===== config.mk =====
export PLATFORM = sky130hd
export DESIGN_NAME = rpmc_ctrl
export DESIGN_NICKNAME = d
export VERILOG_FILES = /design/src/rtl/rpmc_pkg.sv /design/src/rtl/rpmc_ctrl.sv
export SDC_FILE = /design/constraint.sdc
export NUM_CORES = 1
export LEC_CHECK = 0
export ABC_AREA = 1
export BUFFER_PORTS_ARGS = -buffer_cell sky130_fd_sc_hd__buf_2
export CORE_ASPECT_RATIO = 0.8
export CORE_MARGIN = 1.5
export CORE_UTILIZATION = 52
export CTS_BUF_LIST = sky130_fd_sc_hd__clkbuf_8
export CTS_CLUSTER_DIAMETER = 50
export CTS_CLUSTER_SIZE = 24
export DETAILED_ROUTE_END_ITERATION = 10
export PLACE_DENSITY = 0.8
export SLEW_MARGIN = 10
export SYNTH_ARGS = -nofsm -noshare
export SYNTH_HDL_FRONTEND = slang
export SYNTH_SLANG_ARGS = --single-unit

===== constraint.sdc =====
create_clock -name i_clk -period 6.2 [get_ports i_clk]
set_input_delay 0.93 -clock i_clk [delete_from_list [all_inputs] [get_ports i_clk]]
set_output_delay 0.93 -clock i_clk [all_outputs]
set_load 0.01 [all_outputs]

===== src/rtl/rpmc_pkg.sv =====
// Shared constants and types for the reset and power-mode controller.
package rpmc_pkg;

	// ==========================================================
	// Timing
	// ==========================================================
	localparam int CLK_MHZ = 50;
	// Least time that a device reset is held, in nanoseconds.
	localparam int RST_HOLD_NS = 200;
	// Rounded up to whole cycles.
	localparam int RST_HOLD_CYC = (RST_HOLD_NS * CLK_MHZ + 999) / 1000;

	// ==========================================================
	// Pin synchroniser lanes and their values under reset
	// ==========================================================
	localparam int PIN_EXT = 0;
	localparam int PIN_BROWN = 1;
	localparam int PIN_SUP = 2;
	localparam int PIN_SLOW = 3;
	localparam int PIN_XTAL = 4;
	localparam logic [4:0] PIN_RST = 5'h01;

	// ==========================================================
	// Reset cause flags
	// ==========================================================
	localparam int CAUSE_POR = 0;
	localparam int CAUSE_BROWN = 1;
	localparam int CAUSE_EXT = 2;
	localparam int CAUSE_WD = 3;
	localparam int CAUSE_MULTI_WD = 4;
	localparam int CAUSE_SW = 5;
	localparam int CAUSE_PROT = 6;
	localparam int CAUSE_HIB = 7;
	localparam logic [7:0] CAUSE_RST = 8'h01;

	// ==========================================================
	// Watchdog counters: 0 standalone, 1..3 and 4..6 multi
	// ==========================================================
	localparam int NCNT = 7;
	localparam logic [6:0] CNT_WIDE = 7'h48;
	localparam logic [5:0] MHZ_LOW_POWER = 6'h32;
	localparam logic [5:0] MHZ_ULTRA = 6'h19;

	// One-hot sequencer states.
	typedef enum logic [3:0] {
		ST_RESET = 4'h1,
		ST_RUN = 4'h2,
		ST_DSLEEP = 4'h4,
		ST_HIB = 4'h8
	} rpmc_state_t;

	// Default clock tree setting shown to the clock block.
	typedef struct packed {
		logic from_main_osc;
		logic [5:0] mhz;
		logic others_on;
	} rpmc_clk_t;

	// Watchdog configuration from firmware.
	typedef struct packed {
		logic [6:0] en;
		logic [6:0] rst_en;
		logic [6:0][31:0] match;
		logic lf_sel;
	} rpmc_wd_cfg_t;

	// Whole state of the controller.
	typedef struct packed {
		rpmc_state_t st;
		logic [3:0] hold;
		logic [2:0][4:0] sy;
		logic [4:0] f;
		logic ultra;
		logic [7:0] cause;
		logic [6:0][31:0] cnt;
		logic [6:0] irq;
		logic prot_irq;
		logic sys_rst_n;
		logic [1:0] halt;
		logic freeze;
		logic lf_only;
		rpmc_clk_t clk;
	} rpmc_q_t;

endpackage


===== src/rtl/rpmc_ctrl.sv =====
// Reset gathering, reset cause capture, watchdogs and power modes.
`timescale 1ns/10ps
module rpmc_ctrl (
	// Clock and power-on reset.
	input wire logic i_clk,
	input wire logic i_rst_b,
	// Pins and supply monitors, asynchronous.
	input wire logic i_external_reset_pin_n,
	input wire logic i_brownout_reset,
	input wire logic i_supply_ok,
	input wire logic i_internal_slow_osc,
	input wire logic i_watch_crystal_osc,
	// Firmware controls.
	input wire rpmc_pkg::rpmc_wd_cfg_t i_wd_cfg,
	input wire logic [6:0] i_wd_service,
	input wire logic i_sw_reset,
	input wire logic i_prot_fault,
	input wire logic i_prot_rst_en,
	input wire logic i_prot_irq_clr,
	input wire logic [7:0] i_cause_clr,
	input wire logic i_ultra_low_power_sel,
	input wire logic [1:0] i_cpu_deep_sleep,
	input wire logic i_hib_req,
	input wire logic i_wake,
	// Status and control outputs.
	output logic o_sys_rst_n,
	output logic [7:0] o_cause,
	output logic [6:0] o_wd_irq,
	output logic o_prot_irq,
	output logic [1:0] o_cpu_halt,
	output logic o_io_freeze,
	output logic o_lf_only,
	output logic o_system_ultra_low_power_mode,
	output rpmc_pkg::rpmc_clk_t o_clk_cfg
);
	import rpmc_pkg::*;

	// ==========================================================
	// Reset release
	// ==========================================================
	logic [1:0] rsync; // Release synchroniser for the power-on reset.
	logic rst_b; // Synchronously released power-on reset.
	rpmc_q_t q; // Registered state.
	rpmc_q_t n; // Next state.
	logic [4:0] rise; // Filtered rising edges of the pins.
	logic [7:0] src; // Device reset sources seen this cycle.
	logic lf_tick; // Selected low-frequency clock edge.

	// Assertion is immediate, release waits two edges.
	always_ff @(posedge i_clk or negedge i_rst_b) begin
		if (!i_rst_b) begin
			rsync <= 2'h0;
		end else begin
			rsync <= {rsync[0], 1'b1};
		end
	end
	assign rst_b = rsync[1];

	// The hold counter is four bits wide; the checks rely on eight.
	if (RST_HOLD_CYC > 15 || RST_HOLD_CYC < 8) begin : g_chk
		$error("reset hold count out of range");
	end

	// Count step; 16-bit counters wrap at 16 bits.
	function automatic logic [31:0] cnt_next(input logic [31:0] c,
		input logic wide);
		cnt_next = wide ? c + 32'h1 : {16'h0, c[15:0] + 16'h1};
	endfunction

	// ==========================================================
	// Next state
	// ==========================================================
	always_comb begin
		n = q;
		src = 8'h0;
		// Three flops; a change counts once stages two and three agree.
		n.sy = {q.sy[1:0], i_watch_crystal_osc, i_internal_slow_osc,
			i_supply_ok, i_brownout_reset, i_external_reset_pin_n};
		n.f = (q.sy[1] & q.sy[2]) | (q.f & (q.sy[1] | q.sy[2]));
		rise = n.f & ~q.f;
		// Multi watchdogs may run from either slow source.
		lf_tick = i_wd_cfg.lf_sel ? rise[PIN_XTAL] : rise[PIN_SLOW];
		// Watchdog counters run while out of reset.
		for (int k = 0; k < NCNT; k++) begin
			if (i_wd_service[k]) begin
				n.cnt[k] = 32'h0;
				n.irq[k] = 1'b0;
			end
			// The standalone one also runs in hibernate.
			// Counters stand still while the device is held in reset.
			if (i_wd_cfg.en[k] && q.sys_rst_n && (k == 0 ? rise[PIN_SLOW]
				: (lf_tick && q.st != ST_HIB))) begin
				n.cnt[k] = cnt_next(q.cnt[k], CNT_WIDE[k]);
				if (q.cnt[k] == i_wd_cfg.match[k]) begin
					// A match sets the flag even when serviced now.
					n.irq[k] = 1'b1;
					// Second match unserviced: only 16-bit ones reset.
					if (q.irq[k] && i_wd_cfg.rst_en[k] && !CNT_WIDE[k]) begin
						src[k == 0 ? CAUSE_WD : CAUSE_MULTI_WD] = 1'b1;
					end
				end
			end
		end
		// Protection fault goes to reset or to a sticky interrupt.
		n.prot_irq = q.prot_irq & ~i_prot_irq_clr;
		if (i_prot_fault && q.sys_rst_n) begin
			if (i_prot_rst_en) begin
				src[CAUSE_PROT] = 1'b1;
			end else begin
				n.prot_irq = 1'b1;
			end
		end
		// Level sources keep restarting the hold while they stand.
		// The hold therefore times from the release of the source.
		src[CAUSE_BROWN] = q.f[PIN_BROWN];
		src[CAUSE_EXT] = ~q.f[PIN_EXT];
		src[CAUSE_SW] = i_sw_reset;
		src[CAUSE_HIB] = (q.st == ST_HIB) && (i_wake || n.irq[0]);
		// Sticky flags; a new cause wins over its clear.
		n.cause = (q.cause & ~i_cause_clr) | src;
		// A CPU in deep sleep is halted and asks for deep sleep.
		n.halt = i_cpu_deep_sleep & {2{q.sys_rst_n}};
		case (q.st)
			ST_RESET: begin
				// Leave only after the hold and once the supply is good.
				if (q.hold != RST_HOLD_CYC[3:0] - 4'h1) begin
					n.hold = q.hold + 4'h1;
				end else if (q.f[PIN_SUP] && src == 8'h0) begin
					n.st = ST_RUN;
					n.sys_rst_n = 1'b1;
					n.ultra = i_ultra_low_power_sel;
				end
			end
			ST_RUN: begin
				// Mode changes wait for the supply; deep sleep wins over hibernate.
				if (q.f[PIN_SUP]) begin
					n.ultra = i_ultra_low_power_sel;
					if (&q.halt) begin
						n.st = ST_DSLEEP;
						n.lf_only = 1'b1;
					end else if (i_hib_req) begin
						n.st = ST_HIB;
						n.freeze = 1'b1;
					end
				end
			end
			ST_DSLEEP: begin
				// Any wakeup source, including a counter match.
				if (i_wake || (|n.irq)) begin
					n.st = ST_RUN;
					n.lf_only = 1'b0;
				end
			end
			ST_HIB: begin
				// Only the standalone counter runs here; wakeup leaves only through reset.
				n.freeze = 1'b1;
			end
			default: begin
				n.st = ST_RESET;
			end
		endcase
		// Any source throws the device into a known reset state.
		if (src != 8'h0) begin
			n.st = ST_RESET;
			n.hold = 4'h0;
			n.sys_rst_n = 1'b0;
			n.cnt = '0;
			n.irq = 7'h0;
			n.prot_irq = 1'b0;
			n.freeze = 1'b0;
			n.lf_only = 1'b0;
			n.halt = 2'h0;
		end
		// Main clock from the main oscillator through the locked loop.
		// The rate follows the mode in the same edge, so a clock
		// block never sees the fast rate in the slow mode.
		n.clk.from_main_osc = 1'b1;
		n.clk.mhz = n.ultra ? MHZ_ULTRA : MHZ_LOW_POWER;
		n.clk.others_on = 1'b0;
	end

	// ==========================================================
	// State register
	// ==========================================================
	// Power-on clears the state; of the cause flags only the power-on one is left set.
	always_ff @(posedge i_clk or negedge rst_b) begin
		if (!rst_b) begin
			q <= '0;
			q.st <= ST_RESET;
			q.sy <= {3{PIN_RST}};
			q.f <= PIN_RST;
			q.cause <= CAUSE_RST;
			q.clk.from_main_osc <= 1'b1;
			q.clk.mhz <= MHZ_LOW_POWER;
		end else begin
			q <= n;
		end
	end

	// Outputs straight from flops.
	assign o_sys_rst_n = q.sys_rst_n;
	assign o_cause = q.cause;
	assign o_wd_irq = q.irq;
	assign o_prot_irq = q.prot_irq;
	assign o_cpu_halt = q.halt;
	assign o_io_freeze = q.freeze;
	assign o_lf_only = q.lf_only;
	assign o_system_ultra_low_power_mode = q.ultra;
	assign o_clk_cfg = q.clk;
endmodule


* Word-level counts from Yosys, hierarchy flattened *
Index checks and enable logic that the tools add are counted.

operators by class
  $add $sub $neg = 8
  eq/ne operators = 23
  muxes and demuxes = 81
  bitwise operators = 13
  reductions and logical operators = 46

operators with widths
  operator                 count
  $mux W32                 14
  $mux W237                1
  $eq A32 B32 Y1           7
  $add A16 B1 Y16 const B  5
  $add A32 B1 Y32 const B  2
  $mux W1                  51
  $mux W4                  8
  $reduce_bool A3 Y1       9
  $logic_and A1 B1 Y1      23
  $ne A3 B3 Y1 const B     7
  $pmux W4 S4              1
  $and A5 B5 Y5            3
  $ne A4 B4 Y1 const B     3
  $or A5 B5 Y5             2
  $and A8 B8 Y8            1
  $mux W8                  1
  $not A8 Y8               1
  $or A8 B8 Y8             1
  $reduce_and A4 Y1        2
  $logic_not A7 Y1         1
  $reduce_bool A7 Y1       1
  $reduce_or A7 Y1         1
  $mux W6                  1
  $pmux W1 S2              3
  16 further kinds         22

word-level totals
  register bits after elaboration = 282
  input bits = 270
  output and inout port bits = 30
  logic and storage cells = 194

* Depth between registers and ports, before layout *
Gate-level depths: netlist of run 1.

  depth in word-level cells = 23
  depth in mapped cells = 19
  depth with buffers taken out = 19

* Worst setup path after synthesis of run 1 *
No wires, ideal clock.

  kind = input -> register
  start = input port i_wd_cfg[61] (netlist name)
  end = register q[228] (netlist name)
  library setup time = 0.132 ns
  arrival time = 2.328 ns
  required time = 6.068 ns
  path slack = 3.741 ns
  stages = 16
  buffers on the path = 2
  cell sequence = inv_1 nand2_1 nor2_1 nand2_1 nor2_1 nand2_1 nor2_1 nand4_1 nor2_2 nor2_4 nand2_4 buf_6 nor3_4 inv_2 buf_6 o22ai_2

between the ends
  word-level cells in the longest chain between the ends = 14
  elaborated cells on any way between the ends = 15
  those cells by class = eq/ne: 1; mux: 12; reduce/logical: 2

RTL lines
  item                                                              line              source
  from (decl)                                                       rpmc_ctrl.sv:14   input wire rpmc_pkg::rpmc_wd_cfg_t i_wd_cfg,
  $eq A32 B32 Y1 *                                                  rpmc_ctrl.sv:94   if (q.cnt[k] == i_wd_cfg.match[k]) begin
  $mux W1 *                                                         rpmc_ctrl.sv:94
  $mux W1 *                                                         rpmc_ctrl.sv:91   if (i_wd_cfg.en[k] && q.sys_rst_n && (k == 0 ? rise[PIN_SLOW]
  $mux W1                                                           rpmc_ctrl.sv:98   if (q.irq[k] && i_wd_cfg.rst_en[k] && !CNT_WIDE[k]) begin
  $mux W1                                                           rpmc_ctrl.sv:94
  $mux W1 *                                                         rpmc_ctrl.sv:91
  $mux W1                                                           rpmc_ctrl.sv:98
  $mux W1                                                           rpmc_ctrl.sv:94
  $mux W1 *                                                         rpmc_ctrl.sv:91
  $mux W1                                                           rpmc_ctrl.sv:98
  $mux W1                                                           rpmc_ctrl.sv:94
  $mux W1 *                                                         rpmc_ctrl.sv:91
  $reduce_bool A7 Y1 *                                              rpmc_ctrl.sv:163  if (src != 8'h0) begin
  $reduce_bool A3 Y1 (no line) / $mux W237 (equally long branches)  --
  to (signal assigned)                                              rpmc_ctrl.sv:196  q <= n;
  to (decl)                                                         rpmc_ctrl.sv:43   rpmc_q_t q;

Every way passes the cells marked *; elsewhere a longest branch is shown, timed or not.
A chain may end at the register's enable or synchronous reset.

* Final worst setup path of run 1 *
  start = register q (netlist bit o_sys_rst_n)
  end = register q[237] (netlist name)

between the ends
  word-level cells in the longest chain between the ends = 14
  elaborated cells on any way between the ends = 32
  those cells by class = mux: 15; reduce/logical: 17

RTL lines
  item                                                              line
  $logic_and A1 B1 Y1 (2 in a row)                                  rpmc_ctrl.sv:91
  $mux W1                                                           rpmc_ctrl.sv:91
  $mux W1                                                           rpmc_ctrl.sv:98
  $mux W1                                                           rpmc_ctrl.sv:94
  $mux W1                                                           rpmc_ctrl.sv:91
  $mux W1                                                           rpmc_ctrl.sv:98
  $mux W1                                                           rpmc_ctrl.sv:94
  $mux W1                                                           rpmc_ctrl.sv:91
  $mux W1                                                           rpmc_ctrl.sv:98
  $mux W1                                                           rpmc_ctrl.sv:94
  $mux W1                                                           rpmc_ctrl.sv:91
  $reduce_bool A7 Y1                                                rpmc_ctrl.sv:163
  $reduce_bool A3 Y1 (no line) / $mux W237 (equally long branches)  --

Parallel ways exist; a longest one is shown, timed or not.

==> metrics, run 1 <==
DPL Wire Length=27300 microns; CP max FO=31; Std-Cell Rows=52; fin crit period=about 3.3 ns; CTS Buf Count=17; max incr delay on CP=0.66 ns; Startpoint Class=register; clock sinks=roughly 200; Adder-Cell Fraction of Synth Area=between 1 and 1.5%; Critical-path top delay cell=dfrtp_1; clock network fraction of total power=about a third; I/O pins=300; clk slew on worst S/H paths=0.11 ns; CORE AREA=approximately 26000 sq um; drt first pass iters=6; largest net degree at the start of global routing=around 200; pre-CTS worst setup slack=roughly 2.6 ns; YS warnings=0; sequential share of power=a little over half; Setup TNS=0 ns; htree depth=4; hold_buf cts=0; relative slew slack=a little over a quarter; layout cells sized above 1=between 10% and 20%; Most used DFF post-synth=dfrtp_1; dpl cells=approximately 2.5k; Worst-Margin Slew=between 1 and 1.5 ns; Max VDD drop=0.138 mV; first-pass GRT wire length=~58000 microns; worst setup path class=reg -> reg; Initial Util=53.4%; Die Wd=roughly 180 microns; maximum clock rate=between 300 and 400 MHz; worst skew pair latency=roughly 0.5 ns; initial antenna violation count=3; share of total power in combinational logic=about an eighth; Area Growth Syn to Fin=14.2%; part of the Yosys area used for sequential elements=36.3%; total die area=between 20000 and 30000 sq um; Pint=around 1.7 mW; cells along the critical path=nand2_1 > o21ai_0 > nor3_2 > nand2_1 > a21oi_4 > nand2_4 > nor3_4 > inv_2 > o21ai_0; CTS resizes=0; final setup violation count=0; Post-synth EDFFs=0; Initial DRC Count=just under 1k; CTS tree=built; Post-Synth XOR/XNOR Area=between 10% and 20%; WP data required=roughly 6.6 ns; gp weighted congestion=roughly 0.90; asr flop ratio synth=100%; Final Hold Fails=0; RSZ-0062 raised after global routing=false; Pleak=around 7.1 nW; hold crit path type=in -> async; Clock Path Buffers=2; via/cell ratio=between 5 and 6; Final Max Slew Viols=0; grt total ovfl=0; vias in the first global route=between 10k and 15k; largest family of logic cells by synthesized area=simple AND/OR/NAND/NOR gates; Root Driver=clkbuf_8; compound-cell area share of the yosys netlist=between 10% and 20%; Syn Area/Cell=around 7.3 sq um; DRT antenna net count=0; multiplexer share of the synthesized area=less than 1%; IO buf count=between 200 and 300; Die Span Y=148 microns; status=finished, final reports clean; Switching Share=between 20% and 30%; Post-DP Area=about 15000 sq um; setup bufs post-CTS=0; Via Count=roughly 13k; number of library cell types mapped by synthesis=49; final wirelength=36000 microns; final instance area=15500 sq um; GR Util All Layers=a little over a quarter; DRC=0; Seq cells post-synth=~200; Post-Syn Area=around 14000 sq um; post-route insts no fill=about 2.5k; max-cap viol count=0; Synth Instances=between 1.5k and 2k; critical path capture point type=register; fin nets=about 2.4k; WP data arrival=around 3.7 ns; Worst Skew=around 0.033 ns; simple-gate portion of the synthesized area=around 29%; fin worst setup slack=~2.9 ns; fin crit share=between 50 and 60%; Pwr Density=between 150 and 200 nW/um^2; Switch Pwr=a little over 0.7 mW; WL per Instance=14.5 microns
## cells in the final DEF, fill, tap and decap left out, types with 3 or more instances in the layout
master / count
a21oi_1: 23
clkbuf_8: 17
conb_1: 5
nand3_2: 8
nand3_1: 76
o22ai_2: 40
o211ai_1: 4
maj3_1: 5
o21ai_1: 3
inv_1: 280
nor3_4: 5
dfstp_2: 7
nand2_1: 503
nor2_4: 4
o31ai_1: 8
ha_1: 9
o32ai_1: 6
clkinv_4: 3
nor4_1: 11
nand4_1: 31
o21ai_0: 58
buf_2: 293
nor2_2: 3
o22ai_1: 55
xnor2_1: 79
nor3_2: 9
dfrtp_1: 189
nor3_1: 36
nor2_1: 211
inv_6: 8
xor2_1: 98
inv_2: 15
o21bai_1: 3
## metrics by stage
stage,utilization [%],power (mW),hold slack (ns)
final,60.9,2.46,0.202
after global routing,60.9,2.57,0.179
after CTS,60.9,2.48,0.177
after detailed placement,59.5,1.66,0.339
after global placement,59.5,1.65,0.334
after floorplan,-,1.52,0.331
## metal layers
metal  wire length (microns)  track usage [%]  vias up
met1                   15900             34.8     5965
met2                   17000             44.9      473
met5                      14                0        -
met4                     842             8.40        2
met3                    2240             4.19       71
li1                        -                -     6400
## cell families (layout without fill, tap and decap cells)
| family | count (synthesis) | in the layout |
|---|---|---|
| adder cells (fa/ha/maj) | 14 | 14 |
| flip-flops | 197 | 197 |
| multiplexers | 2 | 2 |
| AND/OR/NAND/NOR | 906 | 906 |
| XOR/XNOR | 177 | 177 |
| other | 2 | 7 |
| buffers and inverters | 353 | 623 |
| AO/OA/AOI/OAI | 209 | 209 |
## path summary, 6_finish.rpt
path	cells after the start	start	slack, ns	to
setup / recovery	9	o_sys_rst_n	2.88	q[237]
hold / removal	1	i_rst_b	0.20	rsync[1]
setup reg to reg	9	o_sys_rst_n	2.88	q[237]
hold reg to reg	0	n[264]	0.35	n[269]
max in group asynchronous	1	rsync[1]	4.85	q[277]
min in group i_clk	0	n[264]	0.35	n[269]
## power by group through the flow
| stage | logic, mW | clock network [mW] | registers (mW) |
|---|---|---|---|
| final | 0.313 | 0.829 | 1.32 |
| after global routing | 0.350 | 0.892 | 1.32 |
| after CTS | 0.315 | 0.845 | 1.32 |
| after detailed placement | 0.314 | 0 | 1.35 |
| after global placement | 0.306 | 0 | 1.34 |
| after floorplan | 0.161 | 0 | 1.36 |
## flip-flops by register name, summed over array words and instances, names as in the netlist, named ones only
name and flops:
o_wd_irq 7, n 10, o_io_freeze 1, o_clk_cfg 1, o_sys_rst_n 1, o_cpu_halt 2, q 162, o_cause 8
rsync 2, o_lf_only 1, o_prot_irq 1
## cells in the mapped netlist (all sizes together), types with 2 or more instances
master / number / area, sq um
a31oi: 2 / 12.5
nand2: 505 / 1910
o21bai: 3 / 22.5
o21a: 2 / 15.0
o211ai: 4 / 30.0
ha: 9 / 113
nand4: 31 / 194
buf: 52 / 380
dfrtp: 190 / 4750
nor4: 13 / 93.8
mux2i: 2 / 20.0
maj3: 5 / 50.1
o2bb2ai: 2 / 17.5
dfstp: 7 / 184
o22ai: 95 / 845
nor2: 218 / 856
o21ai: 61 / 305
inv: 294 / 1100
clkbuf: 6 / 23.8
xnor2: 79 / 692
nor3: 50 / 352
nand3: 85 / 478
o32ai: 6 / 52.6
conb: 2 / 7.51
a21oi: 24 / 131
nand3b: 2 / 15.0
xor2: 98 / 858
o31ai: 8 / 60.1
## final cells by class
class                           count  area (sq um)
Timing Repair Buffer              296          1500
Clock inverter                     15           139
Sequential cell                   197          4940
Clock buffer                       17           234
Inverter                          295          1110
Tap cell                          351           439
Multi-Input combinational cell   1313          7170
Fill cell                        2267          9960
Antenna cell                        2          5.00
## worst max-delay path: cells and delay by family, from the launching register on
kind	cells	cell delay [ns]
AOI/OAI and AO/OA	3	0.60
and+or+nand+nor	5	1.52
DFF	1	0.66
buffers and inverters	1	0.39
Note: power is estimated with default switching activity, not from simulation.
==> inputs of run 2 (changes only) <==
==> constraint.sdc (replaced) <==
create_clock -name i_clk -period 2.8 [get_ports i_clk]
set_input_delay 0.42 -clock i_clk [delete_from_list [all_inputs] [get_ports i_clk]]
set_output_delay 0.42 -clock i_clk [all_outputs]
set_load 0.01 [all_outputs]
==> metrics, run 2 (synthesized netlist as in run 1, its figures left out) <==
RSZ-0062 raised after global routing=false; max-cap viol count=0 (unchanged); sequential share of power=53.8% (+0.2 points); Worst Skew=0.0282 ns (-0.00438 ns); hold crit path type=in -> reg; worst setup path class=reg -> reg; share of total power in combinational logic=13.0% (+0.3 points); vias in the first global route=12.4k (+0.40%); GR Util All Layers=26.8% (+0.27 points); setup slack, reg-to-reg=0.21 ns (-2.66 ns); leading cell type in the layout, fill and taps excluded=nand2_1; CTS Buf Count=17 (unchanged); gp weighted congestion=0.912 (+1.8%); final setup violation count=0 (unchanged); fin crit period=2.59 ns (-0.737 ns); layout cells sized above 1=21.0% (+1.1 points); Clock Path Buffers=2 (unchanged); clk slew on worst S/H paths=0.12 ns (about the same); Switch Pwr=1.60 mW (+120%); status=finished, final reports clean; clock sinks=197 (unchanged); Switching Share=29.3% (-0.26 points); worst skew pair latency=0.48 ns (-0.02 ns); Root Driver=clkbuf_8; CTS tree=built; WL per Instance=14.4 microns (-0.49%); DRT antenna net count=0 (unchanged); Initial Util=53.4% (unchanged); DPL Wire Length=28100 microns (+3.2%); htree depth=4 (unchanged); via/cell ratio=5.15 (-0.85%); I/O pins=300 (unchanged); total die area=27200 sq um (unchanged); Final Hold Fails=0 (unchanged); final wirelength=36200 microns (+0.59%); clock network fraction of total power=33.2% (-0.5 points); Die Span Y=148 microns (unchanged); Worst-Margin Slew=0.748 ns (-0.347 ns); commonest non-fill, non-tap cells in the layout=503 x nand2_1, 293 x buf_2, 279 x inv_1; Initial DRC Count=1041 (+5.0%); WP data arrival=2.98 ns (-0.74 ns); initial antenna violation count=3 (unchanged); drt first pass iters=6 (unchanged); Via Count=12.9k (+0.22%); critical path capture point type=register; fin util=62.1% (+1.1 points); Std-Cell Rows=52 (unchanged); Startpoint Class=register; Max VDD drop=0.248 mV (+80%); fin crit share=92.4% (+39 points); Setup TNS=0 ns (unchanged); Final Total Pwr=5.46 mW (+120%); first-pass GRT wire length=58500 microns (+1.1%); Pwr Density=345 nW/um^2 (+120%); relative slew slack=49.7% (+23 points); Pleak=7.27 nW (+1.9%); Area Growth Syn to Fin=16.3%; DRC=0 (unchanged); Pint=3.86 mW (+120%); register name with the most flops=q; largest net degree at the start of global routing=72 (-63%); CP max FO=26 (-16%); Die Wd=184 microns (unchanged); Final Max Slew Viols=0 (unchanged); IO buf count=293 (unchanged); fin nets=2425 (+1.1%); max FFs per register=162 (unchanged); pre-CTS worst setup slack=0.0299 ns (-2.53 ns); CORE AREA=25500 sq um (unchanged); maximum clock rate=387 MHz (+28%); grt total ovfl=0 (unchanged); fin worst setup slack=0.213 ns (-2.66 ns); WP data required=3.20 ns (-3.39 ns)
[run 2: worst max-delay path, cell delays in order (launching register included)]
cell	delay (ns)
dfrtp_1	0.43
nor2_1	0.15
nand3_2	0.17
nand3_1	0.24
nor2_1	0.08
nand3_2	0.11
nand4_1	0.22
nor2_4	0.26
buf_12	0.21
nand2_1	0.16
inv_1	0.21
o21ai_0	0.15
o22ai_2	0.11
[run 2: power by group through the flow]
stage          sequential [mW]  combinational [mW]  clock (mW)
2_1_floorplan             3.01               0.355           0
3_3_place_gp              2.99               0.690           0
3_5_place_dp              2.99               0.706           0
4_1_cts                   2.94               0.709        1.86
5_1_grt                   2.94               0.796        1.97
6_report                  2.94               0.711        1.81
[run 2: final timing paths]
| kind | start | to | depth (start not counted) |
|---|---|---|---|
| worst max-delay path | q[279] | q[228] | 12 |
| worst min-delay path | i_brownout_reset | n[265] | 1 |
| worst max register to register | q[279] | q[228] | 12 |
| worst min register to register | rsync[1] | q[30] | 0 |
| max in group asynchronous | rsync[1] | n[269] | 1 |
| min in group asynchronous | i_rst_b | rsync[1] | 2 |
[run 2: repair_timing]
action / in CTS / in global routing
hold buffers: 1 / 0
endpoints found under the hold margin: 2 / 0
buffers inserted: 0 / 3
setup endpoints to repair: 0 / 38
gates resized for setup: 0 / 8
[run 2: layout make-up]
class	instances	area [sq um]
Antenna cell	3	7.51
Clock buffer	17	234
Clock inverter	15	139
Fill cell	2320	9670
Inverter	295	1110
Multi-Input combinational cell	1313	7200
Sequential cell	197	4940
Tap cell	351	439
Timing Repair Buffer	322	1760
[run 2: routing by layer]
layer  up-vias  GRT usage (%)  share of wire (%)
li1       6434              -                  -
met1      5982           34.8                 43
met2       459           45.6                 47
met3        65           4.61                7.0
met4         0           8.28                2.3
met5         -              0                  0
[run 2: metrics by stage]
step                      hold slack (ns)  instance area, sq um  instances
after floorplan                     0.124                 13600       1863
after global placement              0.206                 15400       2474
after detailed placement            0.209                 15400       2474
after CTS                         0.00914                 15800       2507
after global routing              0.00182                 15800       2511
final                              0.0380                 15800       2513
